$ cat src/shared/panel_defines.svh
// Timing counts and reset values for the disk panel interlock logic.
`ifndef PANEL_DEFINES_SVH
`define PANEL_DEFINES_SVH

// Clock rate in kHz.
`define PANEL_CLK_KHZ          100000
// Revolution interval that counts as unsafe spindle speed, in ms.
`define PANEL_REV_LIMIT_MS     45
`define PANEL_REV_LIMIT_CYC    (`PANEL_REV_LIMIT_MS * `PANEL_CLK_KHZ)
// Switch debounce time in ms.
`define PANEL_DEBOUNCE_MS      10
`define PANEL_DEBOUNCE_CYC     (`PANEL_DEBOUNCE_MS * `PANEL_CLK_KHZ)
// Spin-up and head-load supervision timeouts in ms.
`define PANEL_SPIN_TMO_MS      10000
`define PANEL_SPIN_TMO_CYC     (`PANEL_SPIN_TMO_MS * `PANEL_CLK_KHZ)
// Sensor synchroniser reset levels; only the transducer lamp idles high.
`define PANEL_SENSE_RST        14'h0040
// Register bus offsets.
`define PANEL_CTRL_OFS         4'h0
`define PANEL_STAT_OFS         4'h4
// Control register bit positions.
`define PANEL_CTRL_WPROT_BIT   0
// Status register bit positions.
`define PANEL_STAT_RUN_BIT     0
`define PANEL_STAT_PARK_BIT    1
`define PANEL_STAT_READY_BIT   2
`define PANEL_STAT_ONTRK_BIT   3
`define PANEL_STAT_FAULT_BIT   4
`define PANEL_STAT_WLOCK_BIT   5
`define PANEL_STAT_STATE_LSB   8

`endif

$ cat src/shared/panel_pkg.sv
// Types shared by the disk panel interlock logic.
package panel_pkg;

  // Drive sequencing states, Gray coded along the spin-up/down path.
  typedef enum logic [2:0] {
    ST_PARKED   = 3'b000,
    ST_SPINUP   = 3'b001,
    ST_LOADHD   = 3'b011,
    ST_RUNNING  = 3'b111,
    ST_UNLOADHD = 3'b110,
    ST_SPINDOWN = 3'b100
  } drive_state_type;

endpackage

$ cat src/shared/switch_if.sv
// Interface carrying a debounced switch level and its press pulse.
`timescale 1ns/100ps
interface switch_if;
  logic level;
  logic press;
  modport src (output level, output press);
  modport dst (input level, input press);
endinterface

$ cat src/design/disk_panel_interlock_logic.sv
// Front-panel sequencing, interlock and lamp logic for a cartridge drive.
`timescale 1ns/100ps
`include "panel_defines.svh"

////////////////////////////////////////////////////////////////////////////
// What this block does
// - Run with safe interlocks: lock, spin, load, lamp.
// - Park: unload heads, stop, unlock, park lamp.
// - Park removes motor power; spindle coasts.
// - First lock press sets lock, clears fault.
// - Second press clears lock; presses toggle.
// - Host write-protect command sets write lock.
// - Park-then-run cycle clears write lock.
// - Ready only at speed, loaded, interlocks safe.
// - On-track only when ready, idle, settled.
// - Fault on stray write current or lamp failure.
// - Fault holds until lock press or recycle.
// - Park lamp once retracted and stopped.
// - Write lamp follows each write operation.
// - Read lamp follows each read operation.
// - Revolution interval of 45 ms or more cycles down.
// - Missing cartridge is an unsafe interlock.
module disk_panel_interlock_logic
  import panel_pkg::*;
#(
  parameter int unsigned REV_LIMIT_CYC = `PANEL_REV_LIMIT_CYC,
  parameter int unsigned DEBOUNCE_CYC  = `PANEL_DEBOUNCE_CYC,
  parameter int unsigned SPIN_TMO_CYC  = `PANEL_SPIN_TMO_CYC
) (
  // Clock and reset.
  input  wire logic        ref_clk_i,
  input  wire logic        reset_i,
  // Operator switches.
  input  wire logic        run_select_i,
  input  wire logic        write_lock_sw_i,
  // Sensors from the drive mechanics.
  input  wire logic        cartridge_seated_i,
  input  wire logic        door_closed_i,
  input  wire logic        speed_ok_i,
  input  wire logic        heads_loaded_i,
  input  wire logic        heads_retracted_i,
  input  wire logic        spindle_stopped_i,
  input  wire logic        index_pulse_i,
  input  wire logic        transducer_lamp_ok_i,
  input  wire logic        erase_current_i,
  input  wire logic        write_current_i,
  // Drive controller status.
  input  wire logic        write_gate_i,
  input  wire logic        read_gate_i,
  input  wire logic        seek_busy_i,
  input  wire logic        heads_settled_i,
  input  wire logic        power_good_i,
  // Electromechanical drives.
  output logic             door_lock_o,
  output logic             motor_power_o,
  output logic             head_load_o,
  output logic             write_inhibit_o,
  // Panel lamps.
  output logic             run_lamp_o,
  output logic             park_lamp_o,
  output logic             ready_lamp_o,
  output logic             settled_position_lamp_o,
  output logic             fault_lamp_o,
  output logic             write_lock_lamp_o,
  output logic             write_activity_lamp_o,
  output logic             read_activity_lamp_o,
  output logic             power_lamp_o,
  // Avalon-MM slave.
  input  wire logic [3:0]  avs_address_i,
  input  wire logic        avs_read_i,
  input  wire logic        avs_write_i,
  input  wire logic [31:0] avs_writedata_i,
  input  wire logic [3:0]  avs_byteenable_i,
  output logic [31:0]      avs_readdata_o,
  output logic             avs_waitrequest_o
);

  ////////////////////////////////////////////////////////////////////////////
  // Input conditioning.

  switch_if lock_sw ();
  switch_if run_sw ();

  // The lock switch is momentary; its debounced press drives the toggle.
  switch_debounce #(
    .DEBOUNCE_CYC (DEBOUNCE_CYC)
  ) u_lock_db (
    .ref_clk_i (ref_clk_i),
    .reset_i   (reset_i),
    .raw_i     (write_lock_sw_i),
    .sw        (lock_sw)
  );

  // The selector is debounced too, so contact chatter cannot recycle.
  switch_debounce #(
    .DEBOUNCE_CYC (DEBOUNCE_CYC)
  ) u_run_db (
    .ref_clk_i (ref_clk_i),
    .reset_i   (reset_i),
    .raw_i     (run_select_i),
    .sw        (run_sw)
  );

  // Mechanical sensors cross in through three flip-flops each.
  localparam int unsigned N_SENSE = 14;
  logic [N_SENSE-1:0] sense_raw;
  logic [N_SENSE-1:0] s1_r;
  logic [N_SENSE-1:0] s2_r;
  logic [N_SENSE-1:0] s3_r;
  logic [N_SENSE-1:0] sense_r;
  logic [N_SENSE-1:0] sense_nxt;

  assign sense_raw = {cartridge_seated_i, door_closed_i, speed_ok_i,
                      heads_loaded_i, heads_retracted_i, spindle_stopped_i,
                      index_pulse_i, transducer_lamp_ok_i, erase_current_i,
                      write_current_i, write_gate_i, read_gate_i,
                      seek_busy_i, heads_settled_i};

  // A sensor counts as changed once stages two and three agree.
  genvar gi;
  generate
    for (gi = 0; gi < N_SENSE; gi++) begin : g_sense
      always_comb begin
        sense_nxt[gi] = (s2_r[gi] == s3_r[gi]) ? s3_r[gi] : sense_r[gi];
      end
    end
  endgenerate

  // Register the synchroniser stages; a good lamp must not look failed.
  always_ff @(posedge ref_clk_i) begin
    if (reset_i) begin
      s1_r    <= `PANEL_SENSE_RST;
      s2_r    <= `PANEL_SENSE_RST;
      s3_r    <= `PANEL_SENSE_RST;
      sense_r <= `PANEL_SENSE_RST;
    end else begin
      s1_r    <= sense_raw;
      s2_r    <= s1_r;
      s3_r    <= s2_r;
      sense_r <= sense_nxt;
    end
  end

  logic cart_ok, door_ok, at_speed, hd_loaded, hd_retr, spin_stop;
  logic index_lv, lamp_ok, erase_cur, write_cur, wgate, rgate;
  logic seek_busy, settled;
  assign {cart_ok, door_ok, at_speed, hd_loaded, hd_retr, spin_stop,
          index_lv, lamp_ok, erase_cur, write_cur, wgate, rgate,
          seek_busy, settled} = sense_r;

  ////////////////////////////////////////////////////////////////////////////
  // Revolution interval monitor.

  logic [31:0] rev_cnt_r;
  logic [31:0] rev_cnt_nxt;
  logic        index_d_r;
  logic        overspeed_trip;

  // The counter restarts on each index edge; it stops counting at REV_LIMIT_CYC.
  always_comb begin
    rev_cnt_nxt = rev_cnt_r;
    if (index_lv && !index_d_r) begin
      rev_cnt_nxt = 32'h0;
    end else if (rev_cnt_r < REV_LIMIT_CYC) begin
      rev_cnt_nxt = rev_cnt_r + 32'h1;
    end
  end

  // Register the interval counter.
  always_ff @(posedge ref_clk_i) begin
    if (reset_i) begin
      rev_cnt_r <= 32'h0;
      index_d_r <= 1'b0;
    end else begin
      rev_cnt_r <= rev_cnt_nxt;
      index_d_r <= index_lv;
    end
  end

  ////////////////////////////////////////////////////////////////////////////
  // Drive sequencer.

  drive_state_type state_r;
  drive_state_type state_nxt;
  logic [31:0]     tmo_r;
  logic [31:0]     tmo_nxt;
  logic            interlock_safe;
  logic            recycle;
  logic            was_parked_r;
  logic            was_parked_nxt;

  // A missing cartridge or open door forbids running.
  assign interlock_safe = cart_ok && door_ok && lamp_ok;

  // Trips only once the spindle should be at speed.
  assign overspeed_trip = (state_r == ST_RUNNING) &&
                          (rev_cnt_r >= REV_LIMIT_CYC);

  // Next state; a lost interlock or slow spindle cycles the drive down.
  always_comb begin
    state_nxt      = state_r;
    tmo_nxt        = (tmo_r < SPIN_TMO_CYC) ? tmo_r + 32'h1 : tmo_r;
    was_parked_nxt = was_parked_r;
    recycle        = 1'b0;
    case (state_r)
      ST_PARKED: begin
        tmo_nxt = 32'h0;
        if (spin_stop && hd_retr) begin
          was_parked_nxt = 1'b1;
        end
        if (run_sw.level && interlock_safe) begin
          state_nxt      = ST_SPINUP;
          recycle        = was_parked_r;
          was_parked_nxt = 1'b0;
        end
      end
      ST_SPINUP: begin
        if (!run_sw.level || !interlock_safe || tmo_r >= SPIN_TMO_CYC) begin
          state_nxt = ST_SPINDOWN;
        end else if (at_speed) begin
          state_nxt = ST_LOADHD;
          tmo_nxt   = 32'h0;
        end
      end
      ST_LOADHD: begin
        if (!run_sw.level || !interlock_safe || tmo_r >= SPIN_TMO_CYC) begin
          state_nxt = ST_UNLOADHD;
        end else if (hd_loaded) begin
          state_nxt = ST_RUNNING;
        end
      end
      ST_RUNNING: begin
        tmo_nxt = 32'h0;
        if (!run_sw.level || !interlock_safe || overspeed_trip) begin
          state_nxt = ST_UNLOADHD;
        end
      end
      ST_UNLOADHD: begin
        if (hd_retr) begin
          state_nxt = ST_SPINDOWN;
        end
      end
      ST_SPINDOWN: begin
        if (spin_stop) begin
          state_nxt = ST_PARKED;
        end
      end
      default: begin
        state_nxt = ST_UNLOADHD;
      end
    endcase
  end

  // Register the sequencer.
  always_ff @(posedge ref_clk_i) begin
    if (reset_i) begin
      state_r      <= ST_UNLOADHD;
      tmo_r        <= 32'h0;
      was_parked_r <= 1'b0;
    end else begin
      state_r      <= state_nxt;
      tmo_r        <= tmo_nxt;
      was_parked_r <= was_parked_nxt;
    end
  end

  ////////////////////////////////////////////////////////////////////////////
  // Write lock and fault flag.

  logic wlock_r, wlock_nxt;
  logic fault_r, fault_nxt;
  logic host_wprot;
  logic fault_event;

  // Stray erase or write current, or a dead transducer lamp, is a fault.
  assign fault_event = ((erase_cur || write_cur) && !wgate) ||
                       !lamp_ok;

  // Host protect and fault events win over clearing so neither is lost in the clearing cycle; recycle beats a press.
  always_comb begin
    wlock_nxt = wlock_r;
    fault_nxt = fault_r;
    if (lock_sw.press) begin
      wlock_nxt = !wlock_r;
      fault_nxt = 1'b0;
    end
    if (recycle) begin
      wlock_nxt = 1'b0;
      fault_nxt = 1'b0;
    end
    if (host_wprot) begin
      wlock_nxt = 1'b1;
    end
    if (fault_event) begin
      fault_nxt = 1'b1;
    end
  end

  // Register the flags.
  always_ff @(posedge ref_clk_i) begin
    if (reset_i) begin
      wlock_r <= 1'b0;
      fault_r <= 1'b0;
    end else begin
      wlock_r <= wlock_nxt;
      fault_r <= fault_nxt;
    end
  end

  ////////////////////////////////////////////////////////////////////////////
  // Outputs and lamps.

  logic ready;
  logic [31:0] stat_word;

  // Ready needs speed, loaded heads and safe interlocks while running.
  assign ready = (state_r == ST_RUNNING) && at_speed && hd_loaded &&
                 interlock_safe && run_sw.level;

  // Door stays locked except once fully parked.
  assign door_lock_o   = (state_r != ST_PARKED);
  // Motor power drops outside spin-up, head load and run so the spindle coasts.
  assign motor_power_o = (state_r == ST_SPINUP) ||
                         (state_r == ST_LOADHD) ||
                         (state_r == ST_RUNNING);
  assign head_load_o   = (state_r == ST_LOADHD) ||
                         (state_r == ST_RUNNING);
  // A lost ready also inhibits writing, which limits damage from parking.
  assign write_inhibit_o = wlock_r || !ready;

  assign run_lamp_o    = (state_r == ST_RUNNING);
  assign park_lamp_o   = (state_r == ST_PARKED) && hd_retr &&
                         spin_stop && !run_sw.level;
  assign ready_lamp_o  = ready;
  assign settled_position_lamp_o = ready && !seek_busy && settled;
  assign fault_lamp_o  = fault_r;
  assign write_lock_lamp_o = wlock_r;
  // Activity lamps follow the gates, masked by the lock for writes.
  assign write_activity_lamp_o = wgate && !wlock_r && ready;
  assign read_activity_lamp_o  = rgate && ready;
  assign power_lamp_o  = power_good_i;

  ////////////////////////////////////////////////////////////////////////////
  // Avalon-MM slave.

  logic [31:0] rdata_r, rdata_nxt;
  logic        ack_r, ack_nxt;
  logic        hit_ctrl, hit_stat;

  assign hit_ctrl = (avs_address_i == `PANEL_CTRL_OFS);
  assign hit_stat = (avs_address_i == `PANEL_STAT_OFS);

  // Writing one to the control bit is the host write-protect command.
  // It lands only at the edge where waitrequest is low.
  assign host_wprot = avs_write_i && ack_r && hit_ctrl &&
                      avs_byteenable_i[0] &&
                      avs_writedata_i[`PANEL_CTRL_WPROT_BIT];

  always_comb begin
    stat_word = 32'h0;
    stat_word[`PANEL_STAT_RUN_BIT]   = run_lamp_o;
    stat_word[`PANEL_STAT_PARK_BIT]  = park_lamp_o;
    stat_word[`PANEL_STAT_READY_BIT] = ready;
    stat_word[`PANEL_STAT_ONTRK_BIT] = settled_position_lamp_o;
    stat_word[`PANEL_STAT_FAULT_BIT] = fault_r;
    stat_word[`PANEL_STAT_WLOCK_BIT] = wlock_r;
    stat_word[`PANEL_STAT_STATE_LSB +: 3] = state_r;
  end

  // Every access answers one cycle after it is seen; unmapped reads zero.
  always_comb begin
    ack_nxt   = (avs_read_i || avs_write_i) && !ack_r;
    rdata_nxt = rdata_r;
    if (avs_read_i && !ack_r) begin
      rdata_nxt = hit_stat ? stat_word :
                  hit_ctrl ? {31'h0, wlock_r} : 32'h0;
    end
  end

  // Register the bus answer.
  always_ff @(posedge ref_clk_i) begin
    if (reset_i) begin
      rdata_r <= 32'h0;
      ack_r   <= 1'b0;
    end else begin
      rdata_r <= rdata_nxt;
      ack_r   <= ack_nxt;
    end
  end

  assign avs_readdata_o    = rdata_r;
  assign avs_waitrequest_o = (avs_read_i || avs_write_i) && !ack_r;

endmodule // disk_panel_interlock_logic

$ cat src/design/switch_debounce.sv
// Three-stage synchroniser and debouncer for one panel switch.
`timescale 1ns/100ps
`include "panel_defines.svh"
module switch_debounce #(
  parameter int unsigned DEBOUNCE_CYC = `PANEL_DEBOUNCE_CYC
) (
  // Clock and reset.
  input  wire logic ref_clk_i,
  input  wire logic reset_i,
  // Raw switch pin.
  input  wire logic raw_i,
  // Debounced result.
  switch_if.src     sw
);

  logic [2:0] sync_r;
  logic [2:0] sync_nxt;
  logic [31:0] cnt_r;
  logic [31:0] cnt_nxt;
  logic       level_r;
  logic       level_nxt;
  logic       press_r;
  logic       press_nxt;

  // Stage one feeds only stage two; stages two and three are compared.
  always_comb begin
    sync_nxt  = {sync_r[1:0], raw_i};
    cnt_nxt   = cnt_r;
    level_nxt = level_r;
    press_nxt = 1'b0;
    if (sync_r[1] != sync_r[2] || sync_r[2] == level_r) begin
      cnt_nxt = 32'h0;
    end else if (cnt_r >= DEBOUNCE_CYC - 1) begin
      cnt_nxt   = 32'h0;
      level_nxt = sync_r[2];
      press_nxt = sync_r[2];
    end else begin
      cnt_nxt = cnt_r + 32'h1;
    end
  end

  // Register the filter state.
  always_ff @(posedge ref_clk_i) begin
    if (reset_i) begin
      sync_r  <= 3'h0;
      cnt_r   <= 32'h0;
      level_r <= 1'b0;
      press_r <= 1'b0;
    end else begin
      sync_r  <= sync_nxt;
      cnt_r   <= cnt_nxt;
      level_r <= level_nxt;
      press_r <= press_nxt;
    end
  end

  assign sw.level = level_r;
  assign sw.press = press_r;

endmodule // switch_debounce

$ cat config.mk
export PLATFORM = sky130hd
export DESIGN_NAME = disk_panel_interlock_logic
export DESIGN_NICKNAME = d
export VERILOG_FILES = /design/src/shared/panel_pkg.sv /design/src/shared/switch_if.sv /design/src/design/disk_panel_interlock_logic.sv /design/src/design/switch_debounce.sv
export VERILOG_INCLUDE_DIRS = /design/src /design/src/shared
export SDC_FILE = /design/constraint.sdc
export NUM_CORES = 1
export LEC_CHECK = 0
export ABC_AREA = 0
export BUFFER_PORTS_ARGS = -buffer_cell sky130_fd_sc_hd__clkbuf_2
export CAP_MARGIN = 25
export CORE_ASPECT_RATIO = 0.5
export CORE_MARGIN = 5
export CORE_UTILIZATION = 55
export DETAILED_ROUTE_END_ITERATION = 12
export PLACE_DENSITY = 0.82
export SLEW_MARGIN = 30
export SYNTH_ARGS = -nofsm -noshare
export SYNTH_HDL_FRONTEND = slang
export SYNTH_SLANG_ARGS = --single-unit
$ cat constraint.sdc
create_clock -name ref_clk_i -period 6.16 [get_ports ref_clk_i]
set_input_delay 0.924 -clock ref_clk_i [delete_from_list [all_inputs] [get_ports ref_clk_i]]
set_output_delay 0.924 -clock ref_clk_i [all_outputs]
set_load 0.01 [all_outputs]
==> run metrics, run 1 <==
r2r endpoint tmo_r[10]$_SDFF_PP0_; CTS clk-pin slew, worst paths approximately 0.070 ns; wire length of the first global-routing pass 27400 um; DP HPWL 10600 um; Yosys cell types 60; worst reg2reg startpoint tmo_r[26]$_SDFF_PP0_; Synth Flop Type dfxtp_1; CP Launch Type flip-flop; HP Class flip-flop to flip-flop; CP required 5.24 ns; vias in the first global route 6113; final hold vios 0; IO Port Bufs 47; Netlist Area Pre-Place 8320 um^2; Synth Warn # 0; DR WL/cell around 13 um; Nets 1048; Sw Share 0.205; setup TNS 0 ns; clk_skew 0.0102 ns; Max Fclk 318 MHz; fillers 1165; diode count 0; Final Max Slew Viols 0; Post-CTS Hold Fix Bufs 0; crit path capture type primary output; share of layout cells above drive strength 1 0.102; Post-CTS Setup Repair Bufs 0; Final WS setup between 3 and 4 ns; worst rel slew slack 0.384; CTS Sinks 210; power per cell area 289 nW/um^2; Overall Power approximately 2.7 mW; Total GRT Usage 0.174; CTS Buf Count 19; net switching power figure 0.554 mW; Yosys top cell area share 0.505; later-pin clock latency in the skew report approximately 0.48 ns; Most common cell on crit path and3_1; Routed Antenna Nets 0; dominant cell type by area after synthesis dfxtp_1; async set or reset register ratio after synthesis 0; final setup violation count 0; wirelength, routed 15700 um; Seq. cell area 4200 um^2; final core utilization 0.639; post-CTS sizing 0; largest net degree at the start of global routing 48; slew of the pin with the lowest slew margin a little over 0.9 ns; sequential share of power 0.519; Die H 97.0 um; Vias/cell approximately 5.3; Period Utilization, post-route 0.510; area of the multi-input gates around 3900 um^2; Starting Density 0.568; drt drc 0; Place WS 3.30 ns; status completed; via count 6364; critical path class flip-flop to primary output; RD Place Congestion 0.823; gr ovfl total 0; clock buffer depth 3; Syn Area/Cell 9.03 um^2; number of flops mapped to enable cells by yosys 0; Reg2Reg Depth 7; Layout area overhead 12.6%; Final Critical Period ~3.1 ns; core footprint 14700 um^2; Synth Register Bits 210; CTS tree done; cell count after synthesis 922; DIE AREA 17800 um^2; max-cap violations 0; CP peak stage delay slightly below 0.6 ns; FF-to-FF setup slack 3.37 ns; CP max FO 12; H-tree depth 1; WP data arrival 2.22 ns; ranking of synthesized cells by area dfxtp_1, nor2_1, xor2_1; Worst setup endpoint write_activity_lamp_o; clock share of power 0.453; sequential area share after synthesis 0.505; Worst Setup SP state_r[1]$_SDFFE_PP1P_; initial antenna violation count 0; P_leak 3.62 nW; slowest CP cell dfxtp_1; logic gate share of total power 0.028; Die Width 184 um; CP Cell Sequence and3_1 > and2_1 > and3_1 > nand2b_1 > nor2_1 > clkbuf_2; DRT iter0 DRCs 410; post-place instance area about 8700 um^2; unrepaired setup endpoints after global routing no; DR pass1 iterations 5; clock root cell clkbuf_16; Worst VDD drop 0.000178 V; P_int 2.15 mW; IO Count 107; Finished Cell Area 9370 um^2; row count 31
## synthesized netlist by cell type, drive strengths merged (2+ instances only)
cell type,count
nand3b,2
mux2i,2
ha,7
nor4,14
xnor2,26
and3b,2
or4,8
a22oi,9
and4,7
dfxtp,210
or2,5
nor2b,48
buf,31
or3,8
nand3,34
xor2,47
and3,32
nand2b,2
nor3,22
nand4b,3
o21ai,31
nand2,66
a211oi,2
o21a,2
a31oi,5
a31o,6
a41o,2
inv,18
o211ai,6
clkbuf,32
nor2,126
and2,16
a21oi,38
nand4,34
## worst max-delay path, delay by kind of cell (launching register included)
| kind | cells | cell delay (ns) |
|---|---|---|
| and+or+nand+nor | 5 | 1.02 |
| DFF | 1 | 0.59 |
| buffers and inverters | 1 | 0.13 |
## kinds of logic after synthesis
family / after synthesis / share of synthesized area
DFF: 210 / 0.505
xor gates and xnor gates: 73 / 0.0768
other: 1 / 0.000451
and+or+nand+nor: 432 / 0.270
muxes: 2 / 0.00241
adders and majority gates: 7 / 0.0105
buffers and inverters: 81 / 0.0477
AOI/OAI and AO/OA: 116 / 0.0869
## worst min-delay path by stage
| stage | from | end | slack, ns | cells past startpoint |
|---|---|---|---|---|
| floorplan | s1_r[6]$_SDFF_PP1_ | s2_r[6]$_SDFF_PP1_ | 0.39 | 1 |
| global placement | s1_r[6]$_SDFF_PP1_ | s2_r[6]$_SDFF_PP1_ | 0.39 | 1 |
| detailed placement | s1_r[6]$_SDFF_PP1_ | s2_r[6]$_SDFF_PP1_ | 0.41 | 1 |
| CTS | s1_r[6]$_SDFF_PP1_ | s2_r[6]$_SDFF_PP1_ | 0.43 | 1 |
| global route | s1_r[8]$_SDFF_PP0_ | s2_r[8]$_SDFF_PP0_ | 0.45 | 1 |
| finish | s1_r[6]$_SDFF_PP1_ | s2_r[6]$_SDFF_PP1_ | 0.43 | 1 |
## registers in the layout (all words and copies together) (netlist names), 3 cells and up
signal	flops
avs_readdata_o	9
s1_r	14
state_r	3
u_run_db.sync_r	3
u_lock_db.sync_r	3
s2_r	14
sense_r	14
rev_cnt_r	32
s3_r	14
tmo_r	32
u_run_db.cnt_r	32
u_lock_db.cnt_r	32
## layout by cell type (no fill, tap or decap), types with 3 or more instances in the layout
cell type  count
a21oi_1       37
a22oi_1        9
a31o_2         6
a31oi_1        5
and2_1        15
and3_1        32
and4_1         7
buf_4          5
bufinv_16      3
clkbuf_1       6
clkbuf_16     19
clkbuf_2      47
clkbuf_8       3
conb_1        47
dfxtp_1      210
ha_1           7
inv_1         18
nand2_1       66
nand3_1       34
nand4_1       34
nand4b_1       3
nor2_1       126
nor2b_1       48
nor3_1        22
nor4_1        11
o211ai_1       6
o21ai_0       28
o21ai_1        3
or2_2          5
or3_1          8
or4_1          6
xnor2_1       26
xor2_1        47
## metrics by stage
stage                     cells  hold WS (ns)
after detailed placement   1156         0.406
after floorplan             968         0.389
after global placement     1155         0.394
after global routing       1191         0.449
final                      1191         0.426
after CTS                  1190         0.433
## layer usage
layer / share of wire / up-vias / track usage
met3: 0.044 / 22 / 0.0341
met1: 0.45 / 3003 / 0.224
met5: 0 / - / 0
met4: 0.013 / 0 / 0.0403
li1: - / 3208 / -
met2: 0.49 / 131 / 0.302
## power by group through the flow
stage          clock network [mW]  registers [mW]  logic [mW]
4_1_cts                      1.25            1.40      0.0764
6_report                     1.22            1.40      0.0769
3_3_place_gp                    0            1.43      0.0719
2_1_floorplan                   0            1.43      0.0703
5_1_grt                      1.32            1.41      0.0886
3_5_place_dp                    0            1.43      0.0759
## layout make-up
cell class | count | share of cell area
Sequential cell | 210 | 0.449
Multi-Input combinational cell | 677 | 0.417
Clock buffer | 28 | 0.0576
Timing Repair Buffer | 54 | 0.0308
Tap cell | 198 | 0.0264
Clock inverter | 6 | 0.0119
Inverter | 18 | 0.00721
(Power assumes the default switching activity.)
==> run 2: changes to the inputs <==
Settings changed: ABC_AREA 0 to 1.
Clock period 6.16 ns to 3 ns, I/O delays scaled along.
==> run metrics, run 2 <==
Starting Density 0.556 (was 0.568); Worst VDD drop 0.000408 V (was 0.000178 V); worst reg2reg startpoint tmo_r[17]$_SDFF_PP0_ (was tmo_r[26]$_SDFF_PP0_); WP data arrival 2.21 ns (was 2.22 ns); sequential area share after synthesis 0.466 (was 0.505); dominant cell type by area after synthesis dfxtp_1 (unchanged); Max Fclk 376 MHz; DR WL/cell 11.5 um (was 13.2 um); RD Place Congestion 0.900 (was 0.823); CTS Sinks 210 (unchanged); clock share of power 0.439 (was 0.453); P_int 4.58 mW (was 2.15 mW); final core utilization 0.625 (was 0.639); share of layout cells above drive strength 1 0.113 (was 0.102); IO Port Bufs 47 (unchanged); Synth Flop Type dfxtp_1 (unchanged); Buf/Inv on CP 3 (was 1); Routed Antenna Nets 0 (unchanged); Nets 1343 (was 1048); most frequent cells in the layout nor2_1, dfxtp_1, nand2_1 (was dfxtp_1, nor2_1, nand2_1); via count 7355 (was 6364); DIE AREA 19200 um^2 (was 17800 um^2); CP peak stage delay 0.42 ns (was 0.59 ns); r2r endpoint tmo_r[27]$_SDFF_PP0_ (was tmo_r[10]$_SDFF_PP0_); clock root cell clkbuf_16 (unchanged); Synth Warn # 0 (unchanged); Yosys cell types 47 (was 60); initial antenna violation count 0 (unchanged); Die Width 191 um (was 184 um); cell count after synthesis 1204 (was 922); Syn Area/Cell 7.49 um^2 (was 9.03 um^2); ranking of synthesized cells by area dfxtp_1, nor2_1, nand2_1 (was dfxtp_1, nor2_1, xor2_1); CP Cell Sequence nand4_1 > inv_1 > nand2_1 > nor3_2 > inv_2 > or2_1 > nor2_1 > clkbuf_2 (was and3_1 > and2_1 > and3_1 > nand2b_1 > nor2_1 > clkbuf_2); critical path class flip-flop to primary output (unchanged); diode count 0 (unchanged); clk_skew 0.0143 ns (was 0.0102 ns); FF-to-FF setup slack 0.84 ns (was 3.37 ns); largest net degree at the start of global routing 46 (was 48); Final Max Slew Viols 0 (unchanged); slew of the pin with the lowest slew margin 0.776 ns (was 0.915 ns); drt drc 0 (unchanged); P_leak 4.14 nW (was 3.62 nW); final setup violation count 0 (unchanged); final hold vios 0 (unchanged); Layout area overhead 12.5% (was 12.6%); CP required 2.55 ns (was 5.24 ns); unrepaired setup endpoints after global routing no (unchanged); logic gate share of total power 0.072 (was 0.028); worst hold slack 0.129 ns (was 0.426 ns); CP Launch Type flip-flop (unchanged); Post-Place Cells 1480 (was 1156); Final Non-Filler Cells 1516 (was 1191); Synth Register Bits 210 (unchanged); gr ovfl total 0 (unchanged); Vias/cell 4.85 (was 5.34); crit path capture type primary output (unchanged); Final Critical Period 2.66 ns; CP max FO 7 (was 12); Sw Share 0.237 (was 0.205); Reg2Reg Depth 11 (was 7); Worst Setup SP u_run_db.sw.level$_SDFFE_PP0P_ (was state_r[1]$_SDFFE_PP1P_); CTS clk-pin slew, worst paths 0.06 ns (was 0.07 ns); H-tree depth 1 (unchanged); clock buffer depth 3 (unchanged); Die H 101 um (was 97.0 um); worst rel slew slack 0.481 (was 0.384); post-CTS sizing 0 (unchanged); status completed (unchanged); max-cap violations 0 (unchanged); net switching power figure 1.42 mW (was 0.554 mW); worst hold path depth 3 (was 1); DR pass1 iterations 6 (was 5); async set or reset register ratio after synthesis 0 (unchanged); DRT iter0 DRCs 385 (was 410); Netlist Area Pre-Place 9020 um^2 (was 8320 um^2); wirelength, routed 17500 um (was 15700 um); number of flops mapped to enable cells by yosys 0 (unchanged); power per cell area 591 nW/um^2 (was 289 nW/um^2); Post-CTS Setup Repair Bufs 0 (unchanged); Post-CTS Hold Fix Bufs 0 (unchanged); slowest CP cell dfxtp_1 (unchanged); row count 33 (was 31); DP HPWL 12100 um (was 10600 um); commonest cells in the netlist nor2_1, dfxtp_1, nand2_1 (was dfxtp_1, nor2_1, nand2_1); CTS Buf Count 20 (was 19); sequential share of power 0.488 (was 0.519); cell class contributing the biggest share of worst-path delay simple AND/OR/NAND/NOR gates (unchanged); setup TNS 0 ns (unchanged); later-pin clock latency in the skew report 0.50 ns (was 0.48 ns); CTS tree done (unchanged); Total GRT Usage 0.183 (was 0.174); core footprint 16200 um^2 (was 14700 um^2); Period Utilization, post-route 0.886; Yosys top cell area share 0.466 (was 0.505); wire length of the first global-routing pass 30200 um (was 27400 um); HP Class input pin to flip-flop (was flip-flop to flip-flop); commonest non-fill, non-tap cell in the layout nor2_1 (was dfxtp_1); vias in the first global route 6999 (was 6113); most common cell in the netlist nor2_1 (was dfxtp_1); IO Count 107 (unchanged); sink of the worst hold path s1_r[4]$_SDFF_PP0_ (was s2_r[6]$_SDFF_PP1_); hold path start write_current_i (was s1_r[6]$_SDFF_PP1_)
run 2: changes by cell type after synthesis, moves of 10 or more:
cell      delta
inv_1      +143
nand4_1     -17
and3_1      -27
xnor2_1     -13
nand3_1     +14
nor2_2      +13
nor2b_1     -48
nand2_1    +137
clkbuf_1    -23
nor2_1     +112
nor3_1      +11
and2_1      -15
a21oi_1     +10
run 2: power groups by stage:
stage | Sequential, mW | Combinational, mW | Clock, mW
final | 2.93 | 0.434 | 2.64
after global routing | 2.94 | 0.494 | 2.81
after CTS | 2.93 | 0.431 | 2.68
after detailed placement | 2.99 | 0.425 | 0
after global placement | 2.99 | 0.411 | 0
after floorplan | 2.98 | 0.355 | 0
run 2: metrics by stage:
step | total power [mW] | worst slack [ns] | instance area [um^2]
2_1_floorplan | 3.33 | 1.02 | 9200
3_3_place_gp | 3.40 | 0.878 | 9440
3_5_place_dp | 3.42 | 0.760 | 9440
4_1_cts | 6.04 | 0.381 | 10100
5_1_grt | 6.24 | 0.189 | 10100
6_report | 6.00 | 0.342 | 10100
run 2: routing by layer:
layer,routed length [um],GRT usage
met1,7920,0.223
met2,8620,0.340
met3,673,0.0339
met4,238,0.0386
met5,0,0
run 2: cells by family (layout without fill, tap and decap cells):
family | after synthesis | count (layout) | synth area share
and+or+nand+nor | 616 | 616 | 0.307
AOI/OAI and AO/OA | 103 | 103 | 0.0630
adders and majority gates | 7 | 7 | 0.00971
other | 1 | 47 | 0.000416
DFF | 210 | 210 | 0.466
buffers and inverters | 216 | 255 | 0.104
xor gates and xnor gates | 51 | 51 | 0.0495
run 2: worst min-delay path, delay by kind of cell:
kind	cells	cell delay, ns
buffers and inverters	2	0.12
and+or+nand+nor	1	0.03
run 2: worst max-delay path by stage:
stage,cells after the start,slack [ns],endpoint
after global placement,10,0.88,u_run_db.cnt_r[11]$_SDFF_PP0_
after floorplan,7,1.02,write_activity_lamp_o
after detailed placement,4,0.76,u_run_db.cnt_r[14]$_SDFF_PP0_
after CTS,8,0.38,write_activity_lamp_o
final,8,0.34,write_activity_lamp_o
after global routing,8,0.19,write_activity_lamp_o
run 2: area by class of cell:
type	instances	area, um^2
well taps	227	284
fillers	1357	6080
clock inverters	9	156
repair buffers	51	265
flip-flops and latches	210	4200
multi-input cells	824	4060
inverters	168	631
clock buffers	27	547
==> run 3: changes to the inputs <==
Settings changed: CORE_ASPECT_RATIO 0.5 to 1.2.
==> run metrics, run 3 (same netlist as run 2, synthesis figures left out) <==
status completed (unchanged); DRT iter0 DRCs 386 (was 385); CTS Sinks 210 (unchanged); post-CTS sizing 0 (unchanged); critical path class flip-flop to primary output (unchanged); Max Fclk 366 MHz (was 376 MHz); routing usage on met3 0.0291 (was 0.0339); final setup violation count 0 (unchanged); IO Port Bufs 47 (unchanged); Routed Antenna Nets 0 (unchanged); clock root cell clkbuf_16 (unchanged); DR WL/cell 11.0 um (was 11.5 um); CP Cell Sequence nand4_1 > inv_1 > nand2_1 > nor3_2 > inv_2 > or2_1 > nor2_1 > clkbuf_2 (unchanged); DP HPWL 11800 um (was 12100 um); power per cell area 579 nW/um^2 (was 591 nW/um^2); Starting Density 0.557 (was 0.556); post-place instance area 9430 um^2 (was 9440 um^2); HP Class input pin to flip-flop (unchanged); P_leak 4.12 nW (was 4.14 nW); CP required 2.55 ns (about the same); wire length of the first global-routing pass 28400 um (was 30200 um); unrepaired setup endpoints after global routing no (unchanged); Worst Setup SP u_run_db.sw.level$_SDFFE_PP0P_ (unchanged); CP max FO 7 (unchanged); row count 51 (was 33); met1 usage 0.195 (was 0.223); FF-to-FF setup slack 0.81 ns (was 0.84 ns); DR pass1 iterations 4 (was 6); area of the multi-input gates 4050 um^2 (was 4060 um^2); final core utilization 0.623 (was 0.625); Total GRT Usage 0.172 (was 0.183); GR Util met2 0.329 (was 0.340); Seq. cell area 4200 um^2 (unchanged); Nets 1345 (was 1343); Worst setup endpoint write_activity_lamp_o (unchanged); Overall Power 5.85 mW (was 6.00 mW); diode count 0 (unchanged); IO Count 107 (unchanged); Final Non-Filler Cells 1504 (was 1516); Vias/cell 4.81 (was 4.85); Layout area overhead 11.8% (was 12.5%); slew of the pin with the lowest slew margin 0.790 ns (was 0.776 ns); slowest CP cell dfxtp_1 (unchanged); clk_skew 0.0139 ns (was 0.0143 ns); gr ovfl total 0 (unchanged); crit path capture type primary output (unchanged); clock buffer depth 3 (unchanged); Post-CTS Setup Repair Bufs 0 (unchanged); RD Place Congestion 0.839 (was 0.900); Finished Cell Area 10100 um^2 (about the same); Worst VDD drop 0.000563 V (was 0.000408 V); core footprint 16200 um^2 (about the same); CTS tree done (unchanged); vias in the first global route 6865 (was 6999); CP peak stage delay 0.41 ns (was 0.42 ns); worst reg2reg startpoint u_run_db.cnt_r[0]$_SDFF_PP0_ (was tmo_r[17]$_SDFF_PP0_); CTS Buf Count 21 (was 20); drt drc 0 (unchanged); DIE AREA 19100 um^2 (was 19200 um^2); Die Width 127 um (was 191 um); share of layout cells above drive strength 1 0.116 (was 0.113); worst rel slew slack 0.472 (was 0.481); wirelength, routed 16600 um (was 17500 um); hold path start write_gate_i (was write_current_i); setup TNS 0 ns (unchanged); max-cap violations 0 (unchanged); H-tree depth 1 (unchanged); largest net degree at the start of global routing 34 (was 46); Reg2Reg Depth 10 (was 11); commonest non-fill, non-tap cell in the layout nor2_1 (unchanged); final hold vios 0 (unchanged); via count 7228 (was 7355); Post-Place Cells 1466 (was 1480); r2r endpoint u_run_db.cnt_r[14]$_SDFF_PP0_ (was tmo_r[27]$_SDFF_PP0_); most frequent cells in the layout nor2_1, dfxtp_1, nand2_1 (unchanged); Final Max Slew Viols 0 (unchanged); CP Launch Type flip-flop (unchanged); initial antenna violation count 0 (unchanged); WP data arrival 2.28 ns (was 2.21 ns); later-pin clock latency in the skew report 0.49 ns (was 0.50 ns); Die H 150 um (was 101 um); Post-CTS Hold Fix Bufs 0 (unchanged); fillers 1411 (was 1357); CTS clk-pin slew, worst paths 0.06 ns (about the same); gr busiest metal met2 (unchanged); Final Critical Period 2.73 ns (was 2.66 ns); Period Utilization, post-route 0.911 (was 0.886)
run 3: how the worst min path moves through the flow:
stage | end | depth (start not counted) | slack (ns)
after global routing | u_run_db.sync_r[0]$_SDFF_PP0_ | 3 | 0.13
after floorplan | s2_r[0]$_SDFF_PP0_ | 2 | 0.39
after global placement | s2_r[2]$_SDFF_PP0_ | 2 | 0.39
final | s1_r[3]$_SDFF_PP0_ | 3 | 0.14
after detailed placement | s2_r[12]$_SDFF_PP0_ | 2 | 0.39
after CTS | u_run_db.sync_r[0]$_SDFF_PP0_ | 3 | 0.13
run 3: critical path: cells and delay by family (launching register included):
family,cells,cell delay [ns]
and+or+nand+nor,5,0.91
DFF,1,0.41
buffers and inverters,3,0.47
run 3: area by class of cell:
type	instances	area share
well taps	212	0.0263
clock buffers	27	0.0563
clock inverters	11	0.00967
repair buffers	52	0.0270
inverters	168	0.0625
multi-input cells	824	0.402
flip-flops and latches	210	0.417
run 3: layer usage:
layer / wire length, um / vias up
met3: 575 / 25
met4: 292 / 0
met5: 0 / -
li1: - / 3828
met2: 8610 / 106
met1: 7130 / 3269
run 3: stage by stage:
stage | setup slack [ns] | hold WS (ns)
floorplan | 1.02 | 0.388
global placement | 0.747 | 0.391
detailed placement | 0.713 | 0.395
CTS | 0.256 | 0.126
global route | 0.132 | 0.128
finish | 0.267 | 0.141
run 3: where the power goes:
part	switching, mW	total, mW	internal, mW
clock network	1.05	2.48	1.44
logic	0.286	0.434	0.148
registers	0.0613	2.93	2.87
total	1.39	5.85	4.45
